[src/verilog/hppc_pkg.sv]
`default_nettype none
package hppc_pkg;
    // register select codes of the three port registers
    localparam logic [1:0] SEL_CTRL = 2'h0;  // control register
    localparam logic [1:0] SEL_DINC = 2'h1;  // data, auto-increment
    localparam logic [1:0] SEL_ADDR = 2'h2;  // address register
    localparam logic [1:0] SEL_DFIX = 2'h3;  // data, fixed address
    // direction input levels
    localparam logic       DIR_READ  = 1'b1;
    localparam logic       DIR_WRITE = 1'b0;
    // internal ready latency after a strobe ends, in ns and cycles
    localparam int         CLK_PERIOD_NS   = 10;
    localparam int         BUSY_TIME_NS    = 40;
    localparam int         BUSY_CYCLES     =
        (BUSY_TIME_NS + CLK_PERIOD_NS - 1) / CLK_PERIOD_NS;
    // reset values
    localparam logic       RST_IRQ_N = 1'b1;
    localparam logic       RST_READY = 1'b0;
    // access kinds seen by the transfer engine
    typedef enum logic [1:0] {
        HPPC_ACC_CTRL,
        HPPC_ACC_ADDR,
        HPPC_ACC_DATA
    } hppc_acc_e;
endpackage
`default_nettype wire

[src/verilog/hppc_strap_if.sv]
`timescale 1ns/100ps
`default_nettype none
// strap values caught at reset release, shared by the latch and the top
interface hppc_strap_if;
    logic port_en;   // module selected
    logic wide;      // sixteen-bit mode
    logic valid;     // straps captured since reset release
    modport latch (output port_en, output wide, output valid);
    modport user  (input port_en, input wide, input valid);
endinterface
`default_nettype wire

[src/verilog/hppc_top.sv]
`timescale 1ns/100ps
`default_nettype none
module hppc_top #(
    parameter int ADDR_W = 16
) (
    input  wire logic              i_core_clk,
    input  wire logic              i_rst,
    input  wire logic              i_port_module_strap,
    input  wire logic              i_wide_mode_strap,
    input  wire logic              i_output_off_n,
    input  wire logic              i_port_select_n,
    input  wire logic              i_data_strobe_a_n,
    input  wire logic              i_data_strobe_b_n,
    input  wire logic              i_addr_strobe_n,
    input  wire logic              i_host_direction,
    input  wire logic              i_reg_select_bit0,
    input  wire logic              i_reg_select_bit1,
    input  wire logic              i_byte_half_id,
    input  wire logic [ADDR_W-1:0] i_addr_bus,
    input  wire logic              i_irq_request,
    input  wire logic              i_engine_done,
    output var  logic              o_port_ready,
    output var  logic              o_port_ready_oe,
    output var  logic              o_host_irq_n,
    output var  logic              o_host_irq_oe,
    output var  logic              o_holders_en,
    output var  logic              o_module_active,
    output var  logic              o_wide_mode,
    output var  logic              o_xfer_start,
    output var  logic              o_xfer_read,
    output var  logic [1:0]        o_xfer_reg,
    output var  logic              o_xfer_second,
    output var  logic [ADDR_W-1:0] o_port_address_register
);
    hppc_strap_if strap ();

    // strap capture lives apart so the top only sees stable levels
    hppc_strap_latch u_strap (
        .i_core_clk          (i_core_clk),
        .i_rst               (i_rst),
        .i_port_module_strap (i_port_module_strap),
        .i_wide_mode_strap   (i_wide_mode_strap),
        .strap               (strap)
    );

    typedef enum logic [1:0] {
        HPPC_IDLE,   // waiting for a strobe
        HPPC_ACTIVE, // strobe low, access in progress
        HPPC_BUSY    // strobe gone, engine still working
    } hppc_state_e;

    typedef struct packed {
        hppc_state_e       state;
        logic              strobe_q;   // previous combined strobe
        logic              astb_q;     // previous address strobe
        logic [7:0]        busy_cnt;   // cycles left before ready
        logic              ready;
        logic              ready_oe;
        logic              irq_n;
        logic              irq_oe;
        logic              holders;
        logic              active;
        logic              wide;
        logic              start;
        logic              rd;
        logic [1:0]        regsel;
        logic              second;
        logic [ADDR_W-1:0] addr;
    } hppc_top_s;

    hppc_top_s s_q;
    hppc_top_s s_d;

    logic strobe_act;   // combined strobe, active high
    logic astb_act;     // address strobe, active high
    logic en;           // module usable

    // either strobe low with select low starts a cycle
    // both strobes low cancel out, so a host driving both is ignored
    always_comb begin
        en         = strap.valid && strap.port_en;
        strobe_act = !i_port_select_n && en &&
                     (!i_data_strobe_a_n ^ !i_data_strobe_b_n);
        astb_act   = !i_port_select_n && en && !i_addr_strobe_n;
    end

    // single next-state process for the whole port
    always_comb begin
        s_d          = s_q;
        s_d.start    = 1'b0;
        s_d.strobe_q = strobe_act;
        s_d.astb_q   = astb_act;
        s_d.active   = en;
        s_d.holders  = strap.valid && !strap.port_en;
        s_d.wide     = strap.valid && strap.port_en && strap.wide;
        // outputs float together with output-off
        s_d.ready_oe = i_output_off_n && en;
        // irq unused in wide mode, so not driven there
        s_d.irq_oe   = i_output_off_n && en && !strap.wide;
        s_d.irq_n    = !(i_irq_request && en && !strap.wide);
        // falling address strobe latches the multiplexed address
        if (astb_act && !s_q.astb_q) begin
            s_d.addr = i_addr_bus;
        end
        unique case (s_q.state)
            HPPC_IDLE: begin
                s_d.ready = en;
                if (strobe_act && !s_q.strobe_q) begin
                    s_d.state  = HPPC_ACTIVE;
                    s_d.start  = 1'b1;
                    s_d.ready  = 1'b0;
                    s_d.rd     = (i_host_direction == hppc_pkg::DIR_READ);
                    // wide mode has no register select or byte halves
                    if (strap.wide) begin
                        s_d.regsel = hppc_pkg::SEL_DINC;
                        s_d.second = 1'b0;
                    end else begin
                        s_d.regsel = {i_reg_select_bit1,
                                      i_reg_select_bit0};
                        s_d.second = i_byte_half_id;
                    end
                end
            end
            HPPC_ACTIVE: begin
                // strobe release ends the host cycle
                if (!strobe_act) begin
                    s_d.state    = HPPC_BUSY;
                    s_d.busy_cnt = 8'(hppc_pkg::BUSY_CYCLES);
                end
            end
            HPPC_BUSY: begin
                // ready comes back only after engine and minimum delay
                if (s_q.busy_cnt != 8'h00) begin
                    s_d.busy_cnt = s_q.busy_cnt - 8'h01;
                end else if (i_engine_done) begin
                    s_d.state = HPPC_IDLE;
                    s_d.ready = en;
                end
            end
            // the fourth code is never entered; recover to idle if it is
            default: begin
                s_d.state = HPPC_IDLE;
            end
        endcase
    end

    // async reset takes constants only
    always_ff @(posedge i_core_clk or posedge i_rst) begin
        if (i_rst) begin
            s_q       <= '0;
            s_q.state <= HPPC_IDLE;
            s_q.ready <= hppc_pkg::RST_READY;
            s_q.irq_n <= hppc_pkg::RST_IRQ_N;
        end else begin
            s_q <= s_d;
        end
    end

    assign o_port_ready            = s_q.ready;
    assign o_port_ready_oe         = s_q.ready_oe;
    assign o_host_irq_n            = s_q.irq_n;
    assign o_host_irq_oe           = s_q.irq_oe;
    assign o_holders_en            = s_q.holders;
    assign o_module_active         = s_q.active;
    assign o_wide_mode             = s_q.wide;
    assign o_xfer_start            = s_q.start;
    assign o_xfer_read             = s_q.rd;
    assign o_xfer_reg              = s_q.regsel;
    assign o_xfer_second           = s_q.second;
    assign o_port_address_register = s_q.addr;

    // a start always drops ready
    AST_START_NOT_READY: assert property (
        @(posedge i_core_clk) disable iff (i_rst)
        s_q.start |-> !s_q.ready)
        else $error("ready high at transfer start");
    // select high means no new transfer
    AST_SELECT_GATES: assert property (
        @(posedge i_core_clk) disable iff (i_rst)
        i_port_select_n |=> !s_q.start)
        else $error("transfer started while deselected");
    // ready floats one cycle after output-off goes low
    AST_READY_FLOAT: assert property (
        @(posedge i_core_clk) disable iff (i_rst)
        !i_output_off_n |=> !o_port_ready_oe)
        else $error("ready driven while output-off low");
    // irq floats on the same terms as ready
    AST_IRQ_FLOAT: assert property (
        @(posedge i_core_clk) disable iff (i_rst)
        !i_output_off_n |=> !o_host_irq_oe)
        else $error("irq driven while output-off low");
    // wide mode forces the data register code
    AST_WIDE_SEL: assert property (
        @(posedge i_core_clk) disable iff (i_rst)
        (s_q.start && s_q.wide) |-> s_q.regsel == hppc_pkg::SEL_DINC)
        else $error("select bits used in wide mode");
    // direction level is taken with the strobe
    AST_DIR: assert property (
        @(posedge i_core_clk) disable iff (i_rst)
        (strobe_act && !s_q.strobe_q && s_q.state == HPPC_IDLE)
        |=> s_q.rd == $past(i_host_direction))
        else $error("direction not captured");
    // falling address strobe loads the address register
    AST_ADDR: assert property (
        @(posedge i_core_clk) disable iff (i_rst)
        (astb_act && !s_q.astb_q) |=> s_q.addr == $past(i_addr_bus))
        else $error("address not latched");
    // without an address strobe edge the register keeps its value
    AST_ADDR_HOLD: assert property (
        @(posedge i_core_clk) disable iff (i_rst)
        !(astb_act && !s_q.astb_q) |=> $stable(s_q.addr))
        else $error("address register changed without strobe");
    // a deselected module neither starts nor reports ready
    AST_NO_MODULE: assert property (
        @(posedge i_core_clk) disable iff (i_rst)
        !en |=> !s_q.start && !s_q.ready)
        else $error("deselected module responded");
    // deselected by strap: holders on, module idle
    AST_HOLDERS: assert property (
        @(posedge i_core_clk) disable iff (i_rst)
        (strap.valid && !strap.port_en) |=> o_holders_en && !o_module_active)
        else $error("holders not set for deselected module");
    // wide mode flag only follows a high mode strap
    AST_WIDE_STRAP: assert property (
        @(posedge i_core_clk) disable iff (i_rst)
        o_wide_mode |-> strap.wide && en)
        else $error("wide mode without its strap");
    // the minimum busy time after a strobe release
    AST_BUSY_MIN: assert property (
        @(posedge i_core_clk) disable iff (i_rst)
        (s_q.state == HPPC_ACTIVE && !strobe_act) |=> !s_q.ready [*4])
        else $error("ready returned too early");
    // busy counter steps down by one each cycle
    AST_BUSY_COUNT: assert property (
        @(posedge i_core_clk) disable iff (i_rst)
        (s_q.state == HPPC_BUSY && s_q.busy_cnt != 8'h00)
        |=> s_q.busy_cnt == $past(s_q.busy_cnt) - 8'h01)
        else $error("busy counter skipped");
    // ready stays low for the whole host cycle
    AST_ACTIVE_NOT_READY: assert property (
        @(posedge i_core_clk) disable iff (i_rst)
        s_q.state == HPPC_ACTIVE |-> !s_q.ready)
        else $error("ready high during an access");
    // counter spent and engine done gives ready back
    AST_READY_BACK: assert property (
        @(posedge i_core_clk) disable iff (i_rst)
        (s_q.state == HPPC_BUSY && s_q.busy_cnt == 8'h00 &&
         i_engine_done && en) |=> s_q.ready)
        else $error("ready not returned after busy time");
    // a fresh strobe in idle is taken on the next edge
    AST_STROBE_TAKEN: assert property (
        @(posedge i_core_clk) disable iff (i_rst)
        (strobe_act && !s_q.strobe_q && s_q.state == HPPC_IDLE)
        |=> s_q.start)
        else $error("strobe not taken");
    // start is a single-cycle pulse
    AST_START_PULSE: assert property (
        @(posedge i_core_clk) disable iff (i_rst)
        s_q.start |=> !s_q.start)
        else $error("start longer than one cycle");
    // byte mode takes the select bits as given
    AST_REG_DECODE: assert property (
        @(posedge i_core_clk) disable iff (i_rst)
        (strobe_act && !s_q.strobe_q && s_q.state == HPPC_IDLE &&
         !strap.wide)
        |=> s_q.regsel == $past({i_reg_select_bit1, i_reg_select_bit0}))
        else $error("register select not decoded");
    // byte mode forwards the half id with the access
    AST_HALF_ID: assert property (
        @(posedge i_core_clk) disable iff (i_rst)
        (strobe_act && !s_q.strobe_q && s_q.state == HPPC_IDLE &&
         !strap.wide)
        |=> s_q.second == $past(i_byte_half_id))
        else $error("byte half id not forwarded");
    // wide mode has no second half
    AST_WIDE_HALF: assert property (
        @(posedge i_core_clk) disable iff (i_rst)
        (s_q.start && s_q.wide) |-> !s_q.second)
        else $error("half id used in wide mode");
    // ready pin driven whenever output-off is high and the module is enabled
    AST_READY_DRIVEN: assert property (
        @(posedge i_core_clk) disable iff (i_rst)
        (i_output_off_n && en) |=> o_port_ready_oe)
        else $error("ready pin left floating");
    // irq idle and undriven in wide mode
    AST_IRQ_WIDE: assert property (
        @(posedge i_core_clk) disable iff (i_rst)
        strap.wide |=> !o_host_irq_oe && o_host_irq_n)
        else $error("irq used in wide mode");
    // a core request pulls irq low in byte mode
    AST_IRQ_DRIVE: assert property (
        @(posedge i_core_clk) disable iff (i_rst)
        (en && !strap.wide && i_irq_request) |=> !o_host_irq_n)
        else $error("irq request not passed on");

    COV_READ: cover property (@(posedge i_core_clk) s_q.start && s_q.rd);
    COV_WRITE: cover property (@(posedge i_core_clk) s_q.start && !s_q.rd);
    COV_WIDE: cover property (@(posedge i_core_clk) s_q.start && s_q.wide);
    COV_ADDR: cover property (@(posedge i_core_clk) astb_act && !s_q.astb_q);
    COV_BUSY_WAIT: cover property (@(posedge i_core_clk)
        s_q.state == HPPC_BUSY && s_q.busy_cnt == 8'h00 && !i_engine_done);
endmodule
`default_nettype wire

[src/verilog/hppc_strap_latch.sv]
`timescale 1ns/100ps
`default_nettype none
// catches the straps on the first clock after reset release
module hppc_strap_latch (
    input  wire logic    i_core_clk,
    input  wire logic    i_rst,
    input  wire logic    i_port_module_strap,
    input  wire logic    i_wide_mode_strap,
    hppc_strap_if.latch  strap
);
    typedef struct packed {
        logic port_en;
        logic wide;
        logic valid;
    } hppc_strap_s;

    hppc_strap_s st_q;
    hppc_strap_s st_d;

    // sample once; hold until reset comes again
    always_comb begin
        st_d = st_q;
        if (!st_q.valid) begin
            st_d.port_en = i_port_module_strap;
            st_d.wide    = i_wide_mode_strap;
            st_d.valid   = 1'b1;
        end
    end

    // async reset to constants only; straps caught after release
    always_ff @(posedge i_core_clk or posedge i_rst) begin
        if (i_rst) begin
            st_q <= '0;
        end else begin
            st_q <= st_d;
        end
    end

    assign strap.port_en = st_q.port_en;
    assign strap.wide    = st_q.wide;
    assign strap.valid   = st_q.valid;

    AST_STRAP_HOLD: assert property (
        @(posedge i_core_clk) disable iff (i_rst)
        $past(st_q.valid) |-> $stable({st_q.port_en, st_q.wide}))
        else $error("strap changed after capture");
endmodule
`default_nettype wire

[config.mk]
export PLATFORM = sky130hd
export DESIGN_NAME = hppc_top
export DESIGN_NICKNAME = d
export VERILOG_FILES = /design/src/verilog/hppc_pkg.sv /design/src/verilog/hppc_strap_if.sv /design/src/verilog/hppc_top.sv /design/src/verilog/hppc_strap_latch.sv
export SDC_FILE = /design/constraint.sdc
export NUM_CORES = 1
export LEC_CHECK = 0
export ABC_AREA = 1
export BUFFER_PORTS_ARGS = -buffer_cell sky130_fd_sc_hd__buf_4
export CAP_MARGIN = 20
export CORE_ASPECT_RATIO = 1.1
export CORE_MARGIN = 3
export CORE_UTILIZATION = 55
export DETAILED_ROUTE_END_ITERATION = 8
export PLACE_DENSITY_LB_ADDON = 0.05
export SYNTH_ARGS = -nofsm -noshare
export SYNTH_HDL_FRONTEND = slang
export SYNTH_SLANG_ARGS = --single-unit
export TNS_END_PERCENT = 20
[constraint.sdc]
create_clock -name i_core_clk -period 3.45 [get_ports i_core_clk]
set_clock_uncertainty 0.05 [all_clocks]
set_input_delay 0.5175 -clock i_core_clk [delete_from_list [all_inputs] [get_ports i_core_clk]]
set_output_delay 0.5175 -clock i_core_clk [all_outputs]
set_load 0.1 [all_outputs]
# Yosys cells after proc, flatten, opt, wreduce, memory -nomap -nowiden
# Index checks and enable logic that the tools add are counted.
[totals] register_bits=43 input_bits=31 out_inout_bits=28 elab_cells=72
[classes] n_addsub=1 n_eq_ne=7 n_mux=15 bitwise=1 n_reduce_logical=29
[op_table] cell="two-way mux 8 bit" count=2
[op_table] cell="one-hot mux 8 bit (2 select lines)" count=1
[op_table] cell="logical AND 1 bit" count=12
[op_table] cell="two-way mux 5 bit" count=2
[op_table] cell="inequality test 2 bit (second input constant)" count=5
[op_table] cell="zero test 1 bit" count=9
[op_table] cell="two-way mux 2 bit" count=4
[op_table] cell="nonzero test 8 bit" count=1
[op_table] cell="subtractor 8 x 1 -> 8 bit (second input constant)" count=1
[op_table] cell="one-hot mux 2 bit (3 select lines)" count=1
[op_table] cell="AND reduction 3 bit" count=2
[op_table] cell="AND reduction 4 bit" count=1
[op_table] cell="nonzero test 2 bit" count=2
[op_table] cell="two-way mux 1 bit" count=3
[op_table] cell="two-way mux 3 bit" count=1
[op_table] cell="== test 2 x 1 -> 1 bit (second input constant)" count=1
[op_table] cell="== test 2 bit (second input constant)" count=1
[op_table] cell="zero test 2 bit" count=1
[op_table] cell="one-hot mux 1 bit (2 select lines)" count=1
[op_table] cell="AND reduction 2 bit" count=1
[op_table] cell="XOR 1 bit" count=1

# Logic depth before layout (Yosys ltp)
# Gate-level depths: netlist (run 1).
[logic_depth] depth_word=6 depth_mapped=10 ltp_nobuf=10

# Hierarchy
# From an unflattened synthesis (run 1), not the netlist that was laid out.
[unflattened] hier_cells=245 area_unflattened_um2=2073.2
[by_module_without_submodules] module="hppc_top" n_inst=1 cells_per_inst=233 area_per_inst_um2=1964.4
[by_module_without_submodules] module="hppc_strap_latch" n_inst=1 cells_per_inst=12 area_per_inst_um2=108.9

# Worst setup path after synthesis (run 1)
# No wires, ideal clock.
[synth_path] path_type="reg2out" startpoint="register s_q (netlist bit o_port_ready)" endpoint="output o_port_ready" t_arrival_ns=0.898 required_ns=2.882 path_slack_ns=1.985 path_stages_with_launch=1 cell_sequence="dfrtp_1"
[synth_rtl] item="start: declaration" line="hppc_top.sv:71" text="hppc_top_s s_q;"
[synth_rtl] item="end: declaration" line="hppc_top.sv:22" text="output var logic o_port_ready,"
# No word-level cell between the ends.

# Worst setup path in the final report (run 1)
[layout_path] startpoint="register s_q[28] in the netlist's numbering" endpoint="register s_q[34] in the netlist's numbering"
[layout_via] elab_chain_cells=3
[layout_rtl] item="subtractor 8 x 1 -> 8 bit / nonzero test 8 bit (equally long branches)" line="hppc_top.sv:134, hppc_top.sv:133"
[layout_rtl] item="two-way mux 8 bit / inequality test 2 bit (equally long branches)"
[layout_rtl] item="one-hot mux 8 bit (2 select lines) / AND reduction 3 bit (equally long branches)"
# Several ways; a longest one is shown, not always the timed one. The select of a mux whose other input is x is not followed.
# A chain may end at the register's enable or synchronous reset.

==> summary.md, run 1 <==
| Metric | Value |
|---|---|
| Status | `complete, no violations` |
| DRT iter0 DRCs | `87` |
| CTS Sinks | `43` |
| Unrepaired setup endpoints after global routing | `no` |
| Via density | `4.73` |
| Number of placement rows | `22` |
| Die span in y | `70.1 um` |
| FMAX | `576 MHz` |
| Synth top area share | `0.512` |
| Synth top area cells | `dfrtp_1 51%, nand2_1 14%, buf_4 6.6%` |
| Fin nets | `321` |
| Period utilization | `0.503` |
| HP Class | `in2async` |
| Main flop type after synthesis | `dfrtp_1` |
| First-pass GRT wire length | `6460 um` |
| Post-Route WL | `3810 um` |
| WP data required | `about 3.7 ns` |
| Via count | `between 1500 and 2000` |
| Pins over their slew limit | `0` |
| Synth unique cells | `25` |
| Fillers | `311` |
| Synthesis-to-layout area growth | `18.7%` |
| Arr. time, crit path | `1.98 ns` |
| Crit path kind | `reg2reg` |
| WL per Instance | `11.3 um` |
| GRT overflow | `0` |
| Leak | `around 1.4 nW` |
| Seq/Total Area, Yosys | `0.524` |
| YS warnings | `0` |
| TritonCTS clock tree | `yes` |
| CTS max path bufs | `2` |
| Gpl congestion | `0.764` |
| Yosys reg bits | `43` |
| Die Area | `4510 sq um` |
| Inserted Clock Buffers | `5` |
| GRT Overall Usage | `0.183` |
| Drt first pass iters | `4` |
| Largest area contributor in the netlist | `dfrtp_1` |
| Synth async-reset ratio | `1.00` |
| Crit end category | `flip-flop` |
| Min cycle time layout | `roughly 1.7 ns` |
| Die Width | `64.3 um` |
| PwrDens | `roughly 560 nW/um^2` |
| Count leader, synth | `nand2_1` |
| Diode count | `0` |
| Gate Count Post-Synth | `approximately 240` |
| Clock transition at the registers of the reported paths | `roughly 0.13 ns` |
| Synthesized Nets | `approximately 280` |
| Post-CTS setup buffer count | `0` |
| Worst-Margin Slew | `0.684 ns` |
| Initial core utilization | `0.592` |
| Critical path startpoint category | `flip-flop` |
| Setup TNS Final | `0 ns` |
| Port Buffers | `between 50 and 60` |
| Relative slew slack | `0.543` |
| Post-route ant nets | `0` |
| Core ar. | `3470 sq um` |
| Maxcap violations | `0` |
| Hold-fix buffers, CTS | `0` |
| Top Ports | `59` |
| HPWL Detailed | `approximately 2800 um` |
| Max VDD drop | `roughly 330 uV` |
| Post-synth top cells | `77 x nand2_1, 42 x dfrtp_1, 25 x nand3_1` |
| Syn_area_per_cell | `8.42 sq um` |
| Crit-path max FO | `12` |
| # setup viols final | `0` |
| Mapped cell area | `2050 sq um` |
| Final hold vios | `0` |
| Root Buffer Master | `clkbuf_4` |
| Worst skew pair latency | `approximately 0.35 ns` |
| Overall power | `1.36 mW` |
| Post-synth EDFFs | `0` |
| DRC | `0` |
| Largest net degree at the start of global routing | `44` |
| Number of H-tree levels | `2` |
| Initial antenna violation count | `0` |
| Largest register FFs | `16` |
| Vias in the first global route | `1491` |
| CTS-repair resized insts | `0` |
| Fraction of layout cells with a size suffix above 1 | `0.294` |
[power breakdown]
group          switching, mW  leakage, nW  internal, mW
Combinational          0.431        0.829         0.105
Sequential            0.0278        0.553         0.555
Clock                  0.160       0.0282        0.0788
Total                  0.619         1.41         0.738
[cell usage in the layout, fill, tap and decap left out, types with 2 or more instances in the layout]
| cell | Yosys | routed |
|---|---|---|
| nand2_2 | 4 | 4 |
| nor2_1 | 23 | 23 |
| buf_4 | 18 | 59 |
| dfrtp_1 | 42 | 42 |
| clkbuf_4 | 0 | 5 |
| nand2_1 | 77 | 77 |
| o21ai_2 | 4 | 4 |
| inv_2 | 6 | 6 |
| xor2_1 | 2 | 2 |
| nand4_1 | 4 | 4 |
| nand3_1 | 25 | 25 |
| o21ai_0 | 4 | 4 |
| inv_1 | 19 | 19 |
| ha_1 | 2 | 2 |
[final cells by class]
class,count,area (sq um),area share
Sequential cell,43,1080,0.442
Inverter,26,97.6,0.0400
Multi-Input combinational cell,153,707,0.290
Clock buffer,6,41.3,0.0169
Clock inverter,2,12.5,0.00513
Timing Repair Buffer,59,443,0.182
Tap cell,48,60.1,0.0246
[critical path: stages (launching register included)]
cell and delay (ns):
dfrtp_1 0.38, inv_1 0.20, ha_1 0.19, inv_1 0.04
nor2_1 0.15, nand2_1 0.14, nand2_2 0.10, nand2_2 0.17
inv_1 0.15, nand2_1 0.06, nand2_1 0.06
[metal layers]
| metal | track usage | vias to the layer above | wire length [um] | part of all wire |
|---|---|---|---|---|
| met5 | 0 | - | 0 | 0 |
| met4 | 0.0563 | 0 | 57 | 0.015 |
| met3 | 0.0627 | 6 | 249 | 0.065 |
| met2 | 0.298 | 48 | 1800 | 0.47 |
| met1 | 0.228 | 714 | 1710 | 0.45 |
| li1 | - | 827 | - | - |
[worst paths after layout]
check	from	end	slack, ns	cells past startpoint
worst max-delay path	s_q[28]	s_q[34]	1.71	10
worst min register to register	u_strap.strap.port_en	o_holders_en	0.41	1
min in group i_core_clk	i_irq_request	o_host_irq_n	0.25	2
worst max register to register	s_q[28]	s_q[34]	1.71	10
max in group asynchronous	i_rst	o_host_irq_n	2.72	3
worst min-delay path	i_rst	o_port_address_register[11]	0.24	3
[cells by family (layout without fill, tap and decap cells)]
logic type / Yosys count / count (layout) / share of synthesized area
buffers and inverters: 48 / 93 / 0.132
flip-flops: 43 / 43 / 0.524
other: 1 / 1 / 0.00183
AND/OR/NAND/NOR: 138 / 138 / 0.290
adder cells (fa/ha/maj): 2 / 2 / 0.0122
XOR/XNOR: 2 / 2 / 0.00853
AO/OA/AOI/OAI: 10 / 10 / 0.0317
[through the flow]
stage	cells	setup slack (ns)	utilization	hold WS, ns	instance area, sq um
final	337	1.71	0.703	0.236	2440
after global routing	337	1.47	0.703	0.227	2440
after CTS	337	1.69	0.703	0.234	2440
after detailed placement	329	1.58	0.688	0.393	2380
after global placement	329	1.62	0.688	0.382	2380
after floorplan	244	1.88	-	0.373	2050
Note: power is estimated with default switching activity, not from simulation.
==> run 2, diff against run 1 <==
Settings changed: ABC_AREA 1 to 0, CORE_UTILIZATION 55 to 46.
Clock period 3.45 ns to 1.39 ns, I/O delays scaled along.
==> summary.md, run 2 <==
| Metric | Value |
|---|---|
| Status | `finished, violations left (was complete, no violations)` |
| Failing checks | `setup timing` |
| WP data required | `1.51 ns (was 3.70 ns)` |
| Commonest non-fill, non-tap cell in the layout | `buf_4 (was nand2_1)` |
| Fraction of layout cells with a size suffix above 1 | `0.506 (was 0.294)` |
| Commonest cells after routing, fill and taps aside | `78 x buf_4, 42 x dfrtp_1, 17 x mux2_1, 12 x nor2_1, 6 x inv_1 (was 77 x nand2_1, 59 x buf_4, 42 x dfrtp_1, 25 x nand3_1, 23 x nor2_1)` |
| DRT iter0 DRCs | `29 (was 87)` |
| Fin nets | `263 (was 321)` |
| Core ar. | `4050 sq um (was 3470 sq um)` |
| Hold path depth | `2` |
| YS warnings | `0 (unchanged)` |
| Clock transition at the registers of the reported paths | `0.08 ns (was 0.13 ns)` |
| Period utilization | `1.18 (was 0.503)` |
| Post-route ant nets | `0 (unchanged)` |
| Placed inst area | `2530 sq um (was 2380 sq um)` |
| Root Buffer Master | `clkbuf_8 (was clkbuf_4)` |
| Synthesized Nets | `191 (was 277)` |
| Post-synth EDFFs | `0 (unchanged)` |
| Die Area | `5120 sq um (was 4510 sq um)` |
| TritonCTS clock tree | `yes (unchanged)` |
| CTS Sinks | `43 (unchanged)` |
| Largest register FFs | `16 (unchanged)` |
| R2r worst-path depth | `4 (was 10)` |
| Top Ports | `59 (unchanged)` |
| Arr. time, crit path | `1.76 ns (was 1.98 ns)` |
| HPWL Detailed | `3010 um (was 2810 um)` |
| Initial core utilization | `0.488 (was 0.592)` |
| Diode count | `0 (unchanged)` |
| Main flop type after synthesis | `dfrtp_1 (unchanged)` |
| Max VDD drop | `1530 uV (was 325 uV)` |
| Maxcap violations | `0 (unchanged)` |
| Setup slack on the worst flop-to-flop path | `-0.25 ns (was 1.71 ns)` |
| Synth top area cells | `dfrtp_1 53%, mux2_1 9.7%, buf_4 7.2% (was dfrtp_1 51%, nand2_1 14%, buf_4 6.6%)` |
| Post-route cell area | `2760 sq um (was 2440 sq um)` |
| Port Buffers | `58 (unchanged)` |
| Drt first pass iters | `4 (unchanged)` |
| Count leader, synth | `dfrtp_1 (was nand2_1)` |
| Yosys reg bits | `43 (unchanged)` |
| Crit end category | `flip-flop (unchanged)` |
| Crit-path max FO | `3 (was 12)` |
| Number of placement rows | `24 (was 22)` |
| Post-Route WL | `3890 um (was 3810 um)` |
| Synth async-reset ratio | `1.00 (unchanged)` |
| Via density | `4.77 (was 4.73)` |
| Synth top area share | `0.531 (was 0.512)` |
| Die span in y | `74.8 um (was 70.1 um)` |
| Largest area contributor in the netlist | `dfrtp_1 (unchanged)` |
| GRT overflow | `0 (unchanged)` |
| First-pass GRT wire length | `6060 um (was 6460 um)` |
| WL per Instance | `13.8 um (was 11.3 um)` |
| CTS max path bufs | `2 (unchanged)` |
| Critical path startpoint category | `flip-flop (unchanged)` |
| Fillers | `314 (was 311)` |
| Inserted Clock Buffers | `5 (unchanged)` |
| Pins over their slew limit | `0 (unchanged)` |
| FMAX | `611 MHz (was 576 MHz)` |
| Gpl congestion | `0.821 (was 0.764)` |
| Synthesis-to-layout area growth | `39.5% (was 18.7%)` |
| Vias in the first global route | `1326 (was 1491)` |
| Die Width | `68.5 um (was 64.3 um)` |
| Leak | `1.34 nW (was 1.41 nW)` |
| Worst skew pair latency | `0.29 ns (was 0.35 ns)` |
| Synth unique cells | `37 (was 25)` |
| Seq/Total Area, Yosys | `0.545 (was 0.524)` |
| Post-placement setup slack | `-0.311 ns (was 1.58 ns)` |
| Final hold vios | `0 (unchanged)` |
| GRT Overall Usage | `0.158 (was 0.183)` |
| Crit path kind | `reg2reg (unchanged)` |
| Setup TNS Final | `-1.76 ns (was 0 ns)` |
| Largest net degree at the start of global routing | `17 (was 44)` |
| Unrepaired setup endpoints after global routing | `yes (was no)` |
| Min cycle time layout | `1.64 ns (was 1.74 ns)` |
| Mapped cell area | `1980 sq um (was 2050 sq um)` |
| PwrDens | `2280 nW/um^2 (was 557 nW/um^2)` |
| DRC | `0 (unchanged)` |
| Final setup margin | `-0.247 ns (was 1.71 ns)` |
| Gate Count Post-Synth | `158 (was 244)` |
| Syn_area_per_cell | `12.5 sq um (was 8.42 sq um)` |
| # setup viols final | `9 (was 0)` |
| Number of H-tree levels | `2 (unchanged)` |
| Initial antenna violation count | `0 (unchanged)` |
| HP Class | `in2reg (was in2async)` |
| Post-synth top cells | `42 x dfrtp_1, 19 x buf_4, 17 x mux2_1 (was 77 x nand2_1, 42 x dfrtp_1, 25 x nand3_1)` |
| Via count | `1351 (was 1595)` |
## run 2: path summary, 6_finish.rpt
kind / start / to
worst min register to register: o_port_address_register[12] / o_port_address_register[12]
max in group asynchronous: i_rst / s_q[38]
worst min-delay path: i_addr_strobe_n / s_q[36]
worst max-delay path: s_q[38] / s_q[35]
worst max register to register: s_q[38] / s_q[35]
min in group asynchronous: i_rst / o_port_address_register[9]
## run 2: power by group
group          internal (mW)  leakage, nW  total (mW)  switching (mW)
clock network          0.535       0.0581       0.959           0.424
registers               1.59        0.535        1.84           0.246
logic                   1.15        0.744        3.50            2.35
## run 2: worst max-delay path, cell delays in order, from the launching register on
cell and delay [ns]:
dfrtp_1 0.41, or4b_4 0.59, nor3_2 0.20, mux2i_1 0.21, nor2_1 0.06
## run 2: what timing repair did
| action | in CTS | in global routing |
|---|---|---|
| buffers inserted | 2 | 0 |
| pin swaps | 8 | 5 |
| gates cloned | 0 | 0 |
| hold buffers | 1 | 1 |
| resized for setup | 13 | 6 |
| endpoints found under the setup margin | 27 | 28 |
| hold endpoints to repair | 11 | 1 |
## run 2: cells by family (layout without fill, tap and decap cells)
group / Yosys count / count (layout) / share of synthesized area
fa+ha+maj: 2 / 2 / 0.0126
compound gates: 17 / 17 / 0.0626
other cells: 1 / 1 / 0.00190
mux: 23 / 23 / 0.128
xor+xnor: 4 / 4 / 0.0177
flops: 43 / 43 / 0.545
buf+inv: 29 / 102 / 0.0949
simple gates: 39 / 39 / 0.137
## run 2: cell type report
cell class | instances | area [sq um] | share of cell area
clock buffers | 5 | 68.8 | 0.0249
clock inverters | 3 | 43.8 | 0.0159
inverters | 9 | 33.8 | 0.0122
multi-input cells | 86 | 801 | 0.290
flip-flops and latches | 43 | 1080 | 0.390
well taps | 52 | 65.1 | 0.0236
repair buffers | 85 | 671 | 0.243
## run 2: routing by layer
| metal | track usage | vias to the layer above | routed length, um |
|---|---|---|---|
| met1 | 0.183 | 632 | 1570 |
| met3 | 0.0388 | 6 | 242 |
| met5 | 0 | - | 0 |
| met2 | 0.284 | 45 | 2020 |
| li1 | - | 668 | - |
| met4 | 0.0508 | 0 | 57 |
## run 2: through the flow
| step | hold WS [ns] | util | cells | total power, mW |
|---|---|---|---|---|
| global route | 0.0358 | 0.681 | 283 | 6.63 |
| global placement | 0.134 | 0.623 | 271 | 5.07 |
| CTS | 0.00203 | 0.673 | 282 | 6.33 |
| detailed placement | 0.134 | 0.623 | 271 | 5.17 |
| finish | 0.0510 | 0.681 | 283 | 6.30 |
| floorplan | 0.225 | - | 158 | 4.48 |
==> run 3, diff against run 2 <==
Settings changed: CORE_UTILIZATION 46 to 51, SLEW_MARGIN from default to 10.
Clock period 1.39 ns to 1.6 ns, I/O delays scaled along.
==> summary.md, run 3 (same netlist as run 2, synthesis figures left out) <==
| Metric | Value |
|---|---|
| Initial core utilization | `0.537 (was 0.488)` |
| Crit path largest cell delay | `0.62 ns (was 0.59 ns)` |
| Clock transition at the registers of the reported paths | `0.08 ns (about the same)` |
| Post-Route WL | `3820 um (was 3890 um)` |
| Root Buffer Master | `clkbuf_8 (unchanged)` |
| Gpl congestion | `0.737 (was 0.821)` |
| Post-route ant nets | `0 (unchanged)` |
| TritonCTS clock tree | `yes (unchanged)` |
| Hold_ws | `0.0544 ns (was 0.0510 ns)` |
| Reg power frac | `0.309 (was 0.292)` |
| R2r startpoint | `s_q[30] (was s_q[38])` |
| Relative slew slack | `0.677` |
| Top Ports | `59 (unchanged)` |
| Worst skew pair latency | `0.29 ns (about the same)` |
| Register area | `1080 sq um (unchanged)` |
| Max VDD drop | `1190 uV (was 1530 uV)` |
| Comb pwr share | `0.566 (was 0.556)` |
| Leak | `1.27 nW (was 1.34 nW)` |
| Crit end category | `flip-flop (unchanged)` |
| Critical path startpoint category | `flip-flop (unchanged)` |
| WL per Instance | `13.9 um (was 13.8 um)` |
| CTS Sinks | `43 (unchanged)` |
| Die span in y | `71.3 um (was 74.8 um)` |
| PwrDens | `1970 nW/um^2 (was 2280 nW/um^2)` |
| Number of H-tree levels | `2 (unchanged)` |
| Largest net degree at the start of global routing | `44 (was 17)` |
| Drt first pass iters | `5 (was 4)` |
| Commonest cells after routing, fill and taps aside | `75 x buf_4, 42 x dfrtp_1, 17 x mux2_1, 14 x nor2_1, 7 x inv_1 (was 78 x buf_4, 42 x dfrtp_1, 17 x mux2_1, 12 x nor2_1, 6 x inv_1)` |
| DRT iter0 DRCs | `38 (was 29)` |
| First-pass GRT wire length | `6450 um (was 6060 um)` |
| Int Power | `2.62 mW (was 3.28 mW)` |
| HP Class | `in2reg (unchanged)` |
| Period utilization | `1.04 (was 1.18)` |
| Via count | `1376 (was 1351)` |
| Share of total power in the clock network | `0.126 (was 0.152)` |
| Setup TNS Final | `-0.168 ns (was -1.76 ns)` |
| Via density | `5.02 (was 4.77)` |
| Min cycle time layout | `1.66 ns (was 1.64 ns)` |
| HPWL Detailed | `2850 um (was 3010 um)` |
| Die Area | `4660 sq um (was 5120 sq um)` |
| Unrepaired setup endpoints after global routing | `yes (unchanged)` |
| Die Width | `65.4 um (was 68.5 um)` |
| Final setup margin | `-0.0631 ns (was -0.247 ns)` |
| Crit path kind | `reg2reg (unchanged)` |
| Vias in the first global route | `1393 (was 1326)` |
| # setup viols final | `4 (was 9)` |
| Hold Crit Start | `i_irq_request (was i_addr_strobe_n)` |
| DRC | `0 (unchanged)` |
| Fillers | `281 (was 314)` |
| GRT overflow | `0 (unchanged)` |
| Commonest non-fill, non-tap cell in the layout | `buf_4 (unchanged)` |
| Pins over their slew limit | `0 (unchanged)` |
| Number of placement rows | `23 (was 24)` |
| CP max stage cell | `or4_4 (was or4b_4)` |
| Inserted Clock Buffers | `5 (unchanged)` |
| Crit-path max FO | `5 (was 3)` |
| Failing checks | `setup timing (unchanged)` |
| Status | `finished, violations left (unchanged)` |
| WP data required | `1.73 ns (was 1.51 ns)` |
| FMAX | `601 MHz (was 611 MHz)` |
| Synthesis-to-layout area growth | `34.3% (was 39.5%)` |
| Fin nets | `256 (was 263)` |
| Initial antenna violation count | `0 (unchanged)` |
| Multi-input gate area in the final layout | `786 sq um (was 801 sq um)` |
| Crit path from | `s_q[30] (was s_q[38])` |
| Worst-Margin Slew | `0.472 ns` |
| Cell Chain, Critical Path | `or4_4 > o2111ai_4 > xor2_1 > nand2b_1 (was or4b_4 > nor3_2 > mux2i_1 > nor2_1)` |
| Maxcap violations | `0 (unchanged)` |
| Switching Fraction | `0.499 (was 0.480)` |
| Diode count | `0 (unchanged)` |
| Sw power | `2.61 mW (was 3.02 mW)` |
| Port Buffers | `58 (unchanged)` |
| Arr. time, crit path | `1.79 ns (was 1.76 ns)` |
| Core ar. | `3680 sq um (was 4050 sq um)` |
| GRT Overall Usage | `0.182 (was 0.158)` |
| Fraction of layout cells with a size suffix above 1 | `0.482 (was 0.506)` |
| CTS max path bufs | `2 (unchanged)` |
| Final hold vios | `0 (unchanged)` |
| Largest register FFs | `16 (unchanged)` |
-- run 3: worst max-delay path, delay by kind of cell (launching register included) --
family	cells	cell delay [ns]
flip-flops	1	0.42
XOR/XNOR	1	0.17
AND/OR/NAND/NOR	2	0.69
AO/OA/AOI/OAI	1	0.22
-- run 3: layout make-up --
| class | count | area share |
|---|---|---|
| Tap cell | 50 | 0.0235 |
| Clock buffer | 6 | 0.0273 |
| Multi-Input combinational cell | 86 | 0.296 |
| Clock inverter | 2 | 0.00471 |
| Sequential cell | 43 | 0.405 |
| Timing Repair Buffer | 78 | 0.231 |
| Inverter | 9 | 0.0127 |
-- run 3: what timing repair did --
item                                    CTS  global route
endpoints found under the hold margin    42             0
cloned                                    0             0
pin swaps                                 8             7
setup buffers                             2             0
hold buffers                              1             0
gates resized for setup                   5             5
endpoints found under the setup margin    6             9
-- run 3: worst paths after layout --
kind | endpoint | slack (ns) | depth (start not counted)
max in group asynchronous | o_host_irq_n | 0.70 | 4
min | o_host_irq_n | 0.05 | 2
max | s_q[30] | -0.06 | 4
max reg2reg | s_q[30] | -0.06 | 4
min reg2reg | o_port_address_register[7] | 0.44 | 1
min in group asynchronous | o_port_address_register[11] | 0.53 | 4
-- run 3: routing by layer --
metal	vias to the layer above	track usage	part of all wire
li1	654	-	-
met1	658	0.215	0.39
met2	57	0.310	0.53
met3	7	0.0486	0.064
met4	0	0.0760	0.015
met5	-	0	0
-- run 3: power by group through the flow --
stage | sequential [mW] | combinational, mW | clock (mW)
6_report | 1.62 | 2.96 | 0.657
5_1_grt | 1.67 | 3.12 | 0.732
4_1_cts | 1.62 | 2.90 | 0.688
3_5_place_dp | 1.62 | 2.81 | 0
3_3_place_gp | 1.59 | 2.76 | 0
2_1_floorplan | 1.91 | 1.99 | 0
-- run 3: per-stage QoR --
stage          power (mW)  cell area (sq um)  worst slack (ns)  cells  utilization
4_1_cts              5.21               2630           -0.0320    274        0.713
5_1_grt              5.52               2660            -0.163    274        0.721
3_5_place_dp         4.43               2490           -0.0695    263        0.676
2_1_floorplan        3.90               1990           -0.0266    158            -
3_3_place_gp         4.35               2490           -0.0183    263        0.676
6_report             5.23               2660           -0.0631    274        0.721
